===== src/verilog/wdc_pkg.sv =====
/*
 * Constants, register map and field layout of the windowed watchdog with
 * clock monitor. Assumes a 125 MHz system clock and an 8-bit register port.
 */
package wdc_pkg;

	// ------------------------------------------------------------------
	// Register offsets
	// ------------------------------------------------------------------
	localparam logic [3:0] OFS_SERVICE = 4'h0;
	localparam logic [3:0] OFS_OPTION = 4'h1;
	localparam logic [3:0] OFS_CTRL = 4'h2;
	localparam logic [3:0] OFS_STATUS = 4'h3;
	localparam logic [3:0] OFS_MASK = 4'h4;

	// ------------------------------------------------------------------
	// Field positions and reset values
	// ------------------------------------------------------------------
	localparam int SEL_HI = 7;
	localparam int SEL_LO = 6;
	localparam int KEY_HI = 5;
	localparam int KEY_LO = 1;
	localparam int CM_BIT = 0;
	localparam int OPT_WD_OFF_BIT = 2;
	localparam int CTRL_CLOCK_START_DELAY_SEL_BIT = 0;
	localparam int CTRL_RC_OSC_BIT = 1;
	localparam int ST_WD_BIT = 0;
	localparam int ST_CM_BIT = 1;
	localparam int ST_IDLE_BIT = 2;
	localparam logic [4:0] SVC_KEY = 5'h0C;
	localparam logic [1:0] SEL_RST = 2'h3;
	localparam logic CM_EN_RST = 1'b1;
	localparam logic [7:0] OPTION_RST = 8'h00;
	localparam logic [7:0] CTRL_RST = 8'h00;
	localparam logic [2:0] STATUS_RST = 3'h0;
	localparam logic [2:0] MASK_RST = 3'h0;

	// ------------------------------------------------------------------
	// Timing, in instruction cycles unless named otherwise
	// ------------------------------------------------------------------
	localparam logic [16:0] LOWER_TC = 17'h00100;
	localparam logic [16:0] UPPER_8K_TC = 17'h02000;
	localparam logic [16:0] UPPER_16K_TC = 17'h04000;
	localparam logic [16:0] UPPER_32K_TC = 17'h08000;
	localparam logic [16:0] UPPER_64K_TC = 17'h10000;
	localparam logic [4:0] FAULT_HOLD_TC = 5'h18;
	localparam logic [3:0] CKI_PER_TC = 4'hA;
	localparam logic [11:0] IDLE_WRAP = 12'hFFF;
	localparam int CLK_PERIOD_NS = 8;
	localparam int CM_LIMIT_NS = 1000000;
	localparam int CM_LIMIT_CYC_DEF = CM_LIMIT_NS / CLK_PERIOD_NS;

	typedef enum {
		ST_ARMED,
		ST_DRIVE,
		ST_HOLD,
		ST_WAIT_HIGH
	} wdc_fault_state_type;

	function automatic logic [16:0] wdc_upper(input logic [1:0] sel);
		case (sel)
			2'h0: wdc_upper = UPPER_8K_TC;
			2'h1: wdc_upper = UPPER_16K_TC;
			2'h2: wdc_upper = UPPER_32K_TC;
			default: wdc_upper = UPPER_64K_TC;
		endcase
	endfunction

endpackage


===== src/verilog/wdc_idle_if.sv =====
/*
 * Link between the watchdog core and its idle timer.
 * Assumes both ends run on the system clock.
 */
`timescale 1ns/1ps
interface wdc_idle_if;
	logic tick;
	logic flag_set;
	modport core (output tick, input flag_set);
	modport tmr (input tick, output flag_set);
endinterface


===== src/verilog/wdc_watchdog.sv =====
/*
 * Windowed watchdog with clock-frequency monitor and open-drain fault pin.
 * Assumes a register master on the system clock, an oscillator pin at ten
 * times the instruction rate, and an external pull-up on the fault pin.
 */
// Contract
// - Service byte: window, fixed key, monitor enable
// - Service before 256 cycles is error
// - Window select picks 8k to 64k limit
// - Watchdog active only while option bit2 zero
// - Reset enables, then max window, monitor on
// - First keyed write fixes window and monitor
// - Later writes must match all fields
// - First write accepted anywhere, even early
// - Hold pin 16-32 cycles after low
// - Services ignored while fault active
// - Slow clock drives pin until recovered
// - Monitor errors if clock never starts
// - Key field reads back as zeros
// - Halt/idle suspend watchdog, not monitor
// - Halt exit resumes or reloads window
// - Idle exit is a hardware service
// - Idle flag every 4096 cycles, kept
`timescale 1ns/1ps
module wdc_watchdog
	import wdc_pkg::*;
#(
	parameter int CM_LIMIT_CYC = CM_LIMIT_CYC_DEF
) (
	input wire logic clk_sys_i, // System clock
	input wire logic reset_n_i, // Sync reset, low active
	input wire logic power_on_n_i, // Power-on reset, low active
	input wire logic [3:0] addr_i, // Register address
	input wire logic [7:0] wdata_i, // Write data
	input wire logic wr_i, // Write strobe
	input wire logic rd_i, // Read strobe
	output logic [7:0] rdata_o, // Read data, cycle after strobe
	input wire logic clock_input_pin_i, // Oscillator pin
	input wire logic halt_i, // HALT state
	input wire logic idle_i, // IDLE state
	input wire logic port_g_pin_one_i, // Fault pin level
	output logic port_g_pin_one_o, // Fault pin drive level
	output logic port_g_pin_one_oe_o, // Fault pin enable
	output logic irq_o // Interrupt, high level
);
	wdc_idle_if idle_link();

	logic cki_s1_ff, cki_s2_ff, cki_s3_ff, pin_s1_ff, pin_s2_ff;
	logic [3:0] div_ff, nxt_div;
	logic tick_ff, nxt_tick;
	logic halt_q_ff, idle_q_ff;

	// ------------------------------------------------------------------
	// Pin synchronisers and instruction tick
	// ------------------------------------------------------------------
	always_comb begin
		nxt_div = div_ff;
		nxt_tick = 1'b0;
		if (cki_s2_ff && !cki_s3_ff) begin
			if (div_ff == 4'(CKI_PER_TC - 4'h1)) begin
				nxt_div = 4'h0;
				nxt_tick = 1'b1;
			end else begin
				nxt_div = 4'(div_ff + 4'h1);
			end
		end
	end

	always_ff @(posedge clk_sys_i) begin
		cki_s1_ff <= clock_input_pin_i;
		cki_s2_ff <= cki_s1_ff;
		cki_s3_ff <= cki_s2_ff;
		pin_s1_ff <= port_g_pin_one_i;
		pin_s2_ff <= pin_s1_ff;
		if (!reset_n_i) begin
			div_ff <= 4'h0;
			tick_ff <= 1'b0;
			halt_q_ff <= 1'b0;
			idle_q_ff <= 1'b0;
		end else begin
			div_ff <= nxt_div;
			tick_ff <= nxt_tick;
			halt_q_ff <= halt_i;
			idle_q_ff <= idle_i;
		end
	end

	assign idle_link.tick = tick_ff;

	wdc_idle_timer wdc_idle_timer_inst (
		.clk_sys_i(clk_sys_i),
		.power_on_n_i(power_on_n_i),
		.idle(idle_link)
	);

	// ------------------------------------------------------------------
	// Registers, window counter and fault sequencer
	// ------------------------------------------------------------------
	wdc_fault_state_type state_ff, nxt_state;
	logic [1:0] sel_ff, nxt_sel;
	logic cm_en_ff, nxt_cm_en, cfg_ff, nxt_cfg;
	logic [16:0] cnt_ff, nxt_cnt;
	logic [4:0] hold_ff, nxt_hold;
	logic [7:0] option_ff, nxt_option, ctrl_ff, nxt_ctrl, rdata_ff, nxt_rdata;
	logic [2:0] status_ff, nxt_status, mask_ff, nxt_mask;
	logic oe_ff, nxt_oe, irq_ff, nxt_irq;
	logic [16:0] gap_ff, nxt_gap;
	logic slow_ff, nxt_slow;
	logic [4:0] rec_ff, nxt_rec;
	logic svc_wr, wd_en, low_pwr, cm_drive, bad_svc, wd_err;
	logic [2:0] events;

	always_comb begin
		nxt_state = state_ff;
		nxt_sel = sel_ff;
		nxt_cm_en = cm_en_ff;
		nxt_cfg = cfg_ff;
		nxt_cnt = cnt_ff;
		nxt_hold = hold_ff;
		nxt_option = option_ff;
		nxt_ctrl = ctrl_ff;
		nxt_mask = mask_ff;
		nxt_gap = gap_ff;
		nxt_slow = slow_ff;
		nxt_rec = rec_ff;
		nxt_rdata = 8'h00;
		svc_wr = wr_i && (addr_i == OFS_SERVICE);
		wd_en = !option_ff[OPT_WD_OFF_BIT];
		low_pwr = halt_i || idle_i;
		bad_svc = 1'b0;
		wd_err = 1'b0;

		if (tick_ff) begin
			nxt_gap = 17'h00000;
			nxt_slow = 1'b0;
		end else if (gap_ff >= 17'(CM_LIMIT_CYC)) begin
			nxt_slow = 1'b1;
		end else begin
			nxt_gap = 17'(gap_ff + 17'h00001);
		end
		if (slow_ff) begin
			nxt_rec = FAULT_HOLD_TC;
		end else if (tick_ff && rec_ff != 5'h00) begin
			nxt_rec = 5'(rec_ff - 5'h01);
		end
		cm_drive = wd_en && cm_en_ff && (slow_ff || rec_ff != 5'h00);

		if (wr_i && addr_i == OFS_OPTION) begin
			nxt_option = wdata_i;
		end else if (wr_i && addr_i == OFS_CTRL) begin
			nxt_ctrl = wdata_i;
		end else if (wr_i && addr_i == OFS_MASK) begin
			nxt_mask = wdata_i[2:0];
		end

		case (state_ff)
			ST_ARMED: begin
				if (svc_wr && !cfg_ff) begin
					if (wdata_i[KEY_HI:KEY_LO] == SVC_KEY) begin
						nxt_sel = wdata_i[SEL_HI:SEL_LO];
						nxt_cm_en = wdata_i[CM_BIT];
						nxt_cfg = 1'b1;
						nxt_cnt = 17'h00000;
					end else begin
						bad_svc = 1'b1;
					end
				end else if (svc_wr) begin
					if (wdata_i == {sel_ff, SVC_KEY, cm_en_ff} && cnt_ff >= LOWER_TC) begin
						nxt_cnt = 17'h00000;
					end else begin
						bad_svc = 1'b1;
					end
				end else if (idle_q_ff && !idle_i) begin
					nxt_cnt = 17'h00000;
				end else if (halt_q_ff && !halt_i) begin
					if (!(ctrl_ff[CTRL_RC_OSC_BIT] && !ctrl_ff[CTRL_CLOCK_START_DELAY_SEL_BIT])) begin
						nxt_cnt = 17'h00000;
					end
				end else if (tick_ff && !low_pwr) begin
					if (17'(cnt_ff + 17'h00001) >= wdc_upper(sel_ff)) begin
						wd_err = 1'b1;
					end else begin
						nxt_cnt = 17'(cnt_ff + 17'h00001);
					end
				end
				wd_err = wd_en && (wd_err || bad_svc);
				if (wd_err) begin
					nxt_state = ST_DRIVE;
				end
			end
			ST_DRIVE: begin
				if (!pin_s2_ff) begin
					nxt_state = ST_HOLD;
					nxt_hold = 5'h00;
				end
			end
			ST_HOLD: begin
				if (tick_ff) begin
					nxt_hold = 5'(hold_ff + 5'h01);
					if (hold_ff == 5'(FAULT_HOLD_TC - 5'h01)) begin
						nxt_state = ST_WAIT_HIGH;
					end
				end
			end
			default: begin
				if (pin_s2_ff) begin
					nxt_state = ST_ARMED;
					nxt_cnt = 17'h00000;
				end
			end
		endcase
		if (!wd_en) begin
			nxt_state = ST_ARMED;
		end

		nxt_oe = cm_drive || (state_ff == ST_DRIVE) || (state_ff == ST_HOLD);
		events = 3'h0;
		events[ST_WD_BIT] = wd_err;
		events[ST_CM_BIT] = cm_drive && !oe_ff;
		events[ST_IDLE_BIT] = idle_link.flag_set;
		nxt_status = status_ff;
		if (wr_i && addr_i == OFS_STATUS) begin
			nxt_status = status_ff & ~wdata_i[2:0];
		end
		nxt_status = nxt_status | events;
		nxt_irq = |(nxt_status & nxt_mask);

		if (rd_i) begin
			if (addr_i == OFS_SERVICE) begin
				nxt_rdata = {sel_ff, 5'h00, cm_en_ff};
			end else if (addr_i == OFS_OPTION) begin
				nxt_rdata = option_ff;
			end else if (addr_i == OFS_CTRL) begin
				nxt_rdata = ctrl_ff;
			end else if (addr_i == OFS_STATUS) begin
				nxt_rdata = {5'h00, status_ff};
			end else if (addr_i == OFS_MASK) begin
				nxt_rdata = {5'h00, mask_ff};
			end
		end
	end

	always_ff @(posedge clk_sys_i) begin
		if (!reset_n_i) begin
			state_ff <= ST_ARMED;
			sel_ff <= SEL_RST;
			cm_en_ff <= CM_EN_RST;
			cfg_ff <= 1'b0;
			cnt_ff <= 17'h00000;
			hold_ff <= 5'h00;
			option_ff <= OPTION_RST;
			ctrl_ff <= CTRL_RST;
			status_ff <= STATUS_RST;
			mask_ff <= MASK_RST;
			rdata_ff <= 8'h00;
			oe_ff <= 1'b0;
			irq_ff <= 1'b0;
			gap_ff <= 17'h00000;
			slow_ff <= 1'b0;
			rec_ff <= 5'h00;
		end else begin
			state_ff <= nxt_state;
			sel_ff <= nxt_sel;
			cm_en_ff <= nxt_cm_en;
			cfg_ff <= nxt_cfg;
			cnt_ff <= nxt_cnt;
			hold_ff <= nxt_hold;
			option_ff <= nxt_option;
			ctrl_ff <= nxt_ctrl;
			status_ff <= nxt_status;
			mask_ff <= nxt_mask;
			rdata_ff <= nxt_rdata;
			oe_ff <= nxt_oe;
			irq_ff <= nxt_irq;
			gap_ff <= nxt_gap;
			slow_ff <= nxt_slow;
			rec_ff <= nxt_rec;
		end
	end

	assign rdata_o = rdata_ff;
	assign port_g_pin_one_o = 1'b0;
	assign port_g_pin_one_oe_o = oe_ff;
	assign irq_o = irq_ff;
endmodule


===== src/verilog/wdc_idle_timer.sv =====
/*
 * Free-running idle timer of 12 bits, advanced on each instruction cycle.
 * Assumes power_on_n_i is a synchronous power-on reset distinct from the
 * external reset, which leaves the count untouched.
 */
`timescale 1ns/1ps
module wdc_idle_timer
	import wdc_pkg::*;
(
	input wire logic clk_sys_i, // System clock
	input wire logic power_on_n_i, // Power-on reset, low active
	wdc_idle_if.tmr idle // Tick in, flag pulse out
);
	logic [11:0] count_ff;
	logic [11:0] nxt_count;
	logic flag_set_ff;
	logic nxt_flag_set;

	always_comb begin
		nxt_count = count_ff;
		nxt_flag_set = 1'b0;
		if (idle.tick) begin
			nxt_count = 12'(count_ff + 12'h001);
			nxt_flag_set = (count_ff == IDLE_WRAP);
		end
	end

	always_ff @(posedge clk_sys_i) begin
		if (!power_on_n_i) begin
			count_ff <= 12'h000;
			flag_set_ff <= 1'b0;
		end else begin
			count_ff <= nxt_count;
			flag_set_ff <= nxt_flag_set;
		end
	end

	assign idle.flag_set = flag_set_ff;
endmodule


===== config.mk =====
export PLATFORM = sky130hd
export DESIGN_NAME = wdc_watchdog
export DESIGN_NICKNAME = d
export VERILOG_FILES = /design/src/verilog/wdc_pkg.sv /design/src/verilog/wdc_idle_if.sv /design/src/verilog/wdc_watchdog.sv /design/src/verilog/wdc_idle_timer.sv
export SDC_FILE = /design/constraint.sdc
export NUM_CORES = 1
export LEC_CHECK = 0
export ABC_AREA = 1
export BUFFER_PORTS_ARGS = -buffer_cell sky130_fd_sc_hd__buf_4
export CAP_MARGIN = 40
export CORE_AREA = 3 3 96 98
export CTS_CLUSTER_SIZE = 30
export DETAILED_ROUTE_END_ITERATION = 7
export DIE_AREA = 0 0 99 101
export HOLD_SLACK_MARGIN = 0.08
export PLACE_DENSITY = 0.82
export SYNTH_ARGS = -nofsm -noshare
export SYNTH_HDL_FRONTEND = slang
export SYNTH_SLANG_ARGS = --single-unit
export TNS_END_PERCENT = 5

===== constraint.sdc =====
create_clock -name clk_sys_i -period 7.4 [get_ports clk_sys_i]
set_clock_uncertainty 0.15 [all_clocks]
set_input_delay 0.74 -clock clk_sys_i [delete_from_list [all_inputs] [get_ports clk_sys_i]]
set_output_delay 0.74 -clock clk_sys_i [all_outputs]
set_load 0.005 [all_outputs]

==> run metrics <==
Routed WL=11.4 mm; Bufs on Longest Clock Path=2; Sw Ratio=between 30 and 40%; Core Area=8550 sq um; cts-stage hold buffer count=0; Setup crit start kind=register; period utilisation layout=between 40 and 50%; Comb pwr share=30.9%; Starting Density=63.1%; drt pass-1 iters=6; area delta synth->final=8.58%; worst-path maximum fanout=17; max cap viols=0; first-pass GRT wire length=19.4 mm; largest net degree at the start of global routing=41; CTS Root Cell=clkbuf_8; Num Clock Sinks=108; GRT Total Usage=23.3%; WP buf/inv=1; WP data arrival=approximately 3500 ps; CP dominant cell by count=nor2_1; sequence of cells on the critical path=ha_1, nand2_2, nor2_4, nand3_2, or3_1, nor2_2, xor2_1, ha_1, nand2_1, nor2_1, nand3_1, nor2_1, nand3_1, nor2_1, nand2_1, nand2_2, nand2_4, nand2_4, inv_4, nor2_1, nor2_1; Worst Setup Path Type=reg -> reg; Pint=0.932 mW; Clk pwr share=roughly a quarter; die height=101 microns; Post-DP HPWL=8.37 mm; DRT antenna net count=0; CP required=7540 ps; Least-Margin Pin Slew=788 ps; Yosys cell types=46; highest-count cells in the layout ignoring fill and taps=nand2_1 (160), dfxtp_1 (108), inv_1 (105); vias in the first global route=4564; share of post-route cells with drive strength above 1=9.44%; FP Rows=34; CTS buffer count=9; WL per Instance=12.5 microns; drt drc=0; switching power=0.599 mW; commonest non-fill, non-tap cell in the layout=nand2_1; Diodes inserted=0; CP max stage delay=~410 ps; crit end category=register; GP Congestion=around 0.86; Overflow after GRT=0; Final Critical Period=3340 ps; Non-Filler Instances=913; CP top delay family=simple AND/OR/NAND/NOR gates; antenna violations before repair=0; final setup fails=0; Seq/Total Area, Yosys=40.1%; syn nets=813; Hold Violations, Final=0; CTS tree=done; number of fill cells in the layout=718; Seq pwr share=45.5%; starting DRC count in detailed routing=roughly 190; total power after layout=1.53 mW; vias post-DR=4930; leakage power=2.42 nW; chip width=99 microns; relative slew slack=47.2%; Clk Latency, worst-skew pair=about 380 ps; Nets=835; Clock Pin Slew Worst Setup and Hold Paths=approximately 110 ps; syn avg cell area=6.93 sq um; worst hold path type=reg -> reg; Resized cells post-CTS=0; max-slew violation count=0; Clock H-tree levels=3; Slowest cell on crit path=dfxtp_1; RSZ-0062 raised after global routing=no; final core occ=68.5%; Synth Instances=approximately 800; Max VDD drop=144 uV; vias per cell=about 5.4; status=completed; Power Dens Cells=261 nW/um^2; setup bufs post-CTS=0; Buffers on Ports=30; Ports=32; Post-Place Cells=approximately 900; die area=between 9000 and 10000 sq um; Yosys warnings=0; Synth Cell Area=around 5400 sq um; TNS Setup=0 ps; FMAX=between 200 and 300 MHz; synthesized flop and latch total=108
==> metrics by stage <==
step           instance area (sq um)  worst slack (ps)  hold slack (ps)
6_report                        5860              4060              192
4_1_cts                         5860              4050              199
5_1_grt                         5860              3690              210
3_5_place_dp                    5650              4090              173
2_1_floorplan                   5390              4430              160
3_3_place_gp                    5650              4260              167
==> final timing paths <==
path,slack [ps],endpoint,cells past startpoint,from
hold reg to reg,190,cki_s2_ff,0,cki_s1_ff
setup reg to reg,4060,cnt_ff[6],21,cnt_ff[1]
hold / removal,190,cki_s2_ff,0,cki_s1_ff
setup / recovery,4060,cnt_ff[6],21,cnt_ff[1]
==> metal layers <==
| metal | GRT usage, % | part of all wire, % | routed length (microns) |
|---|---|---|---|
| met1 | 27.8 | 44 | 5000 |
| met2 | 41.6 | 50 | 5680 |
| met4 | 9.03 | 1.8 | 211 |
| met5 | 0 | 0 | 0 |
| met3 | 4.29 | 4.7 | 537 |
==> sequential cells by signal (all words and copies together) (netlist names), 2 cells and up <==
register / cells
cnt_ff: 17
ctrl_ff: 8
div_ff: 4
gap_ff: 17
hold_ff: 5
mask_ff: 3
option_ff: 8
rdata_o: 8
rec_ff: 5
sel_ff: 2
state_ff: 2
status_ff: 3
wdc_idle_timer_inst.count_ff: 12
==> logic make-up after synthesis <==
group	count (synthesis)	synth area share [%]
simple gates	400	33.4
buf+inv	127	9.51
compound gates	116	11.7
flops	108	40.1
fa+ha+maj	14	3.25
xor+xnor	12	1.95
other cells	1	0.0695
==> synth_stat cells, drive strengths merged <==
cell type	count	area share, %
or3	1	0.12
buf	8	1.2
nor3	30	2.8
ha	14	3.2
o21ai	43	4.0
and3	1	0.12
dfxtp	108	40
o211ai	4	0.56
a211oi	1	0.14
clkinv	1	0.070
o22ai	2	0.23
nor3b	9	1.3
nand3	60	5.7
nand3b	2	0.28
or2	4	0.51
a41oi	2	0.32
conb	1	0.070
o221ai	1	0.16
o21ba	1	0.19
a21oi	53	4.9
xor2	5	0.81
clkbuf	12	0.84
nand2	166	12
o21bai	2	0.28
inv	106	7.4
o21a	1	0.14
nor4	3	0.35
xnor2	7	1.1
o31ai	2	0.28
a21o	1	0.14
a31oi	3	0.35
nor2	114	9.2
nand4	10	1.2
==> power by group through the flow <==
stage	clock network [mW]	logic [mW]	registers, mW
floorplan	0	0.399	0.691
global placement	0	0.448	0.704
detailed placement	0	0.467	0.707
CTS	0.368	0.471	0.695
global route	0.388	0.542	0.706
finish	0.361	0.473	0.697
==> area by class of cell <==
| type | instances | area (sq um) | share of cell area (%) |
|---|---|---|---|
| clock buffer | 9 | 124 | 2.12 |
| clock inverter | 7 | 80.1 | 1.37 |
| inverter | 107 | 404 | 6.90 |
| multi-input combinational | 543 | 2720 | 46.4 |
| sequential | 108 | 2160 | 36.9 |
| tap | 108 | 135 | 2.31 |
| timing repair buffer | 31 | 233 | 3.97 |
No activity file was read; power rests on OpenSTA's default activity.
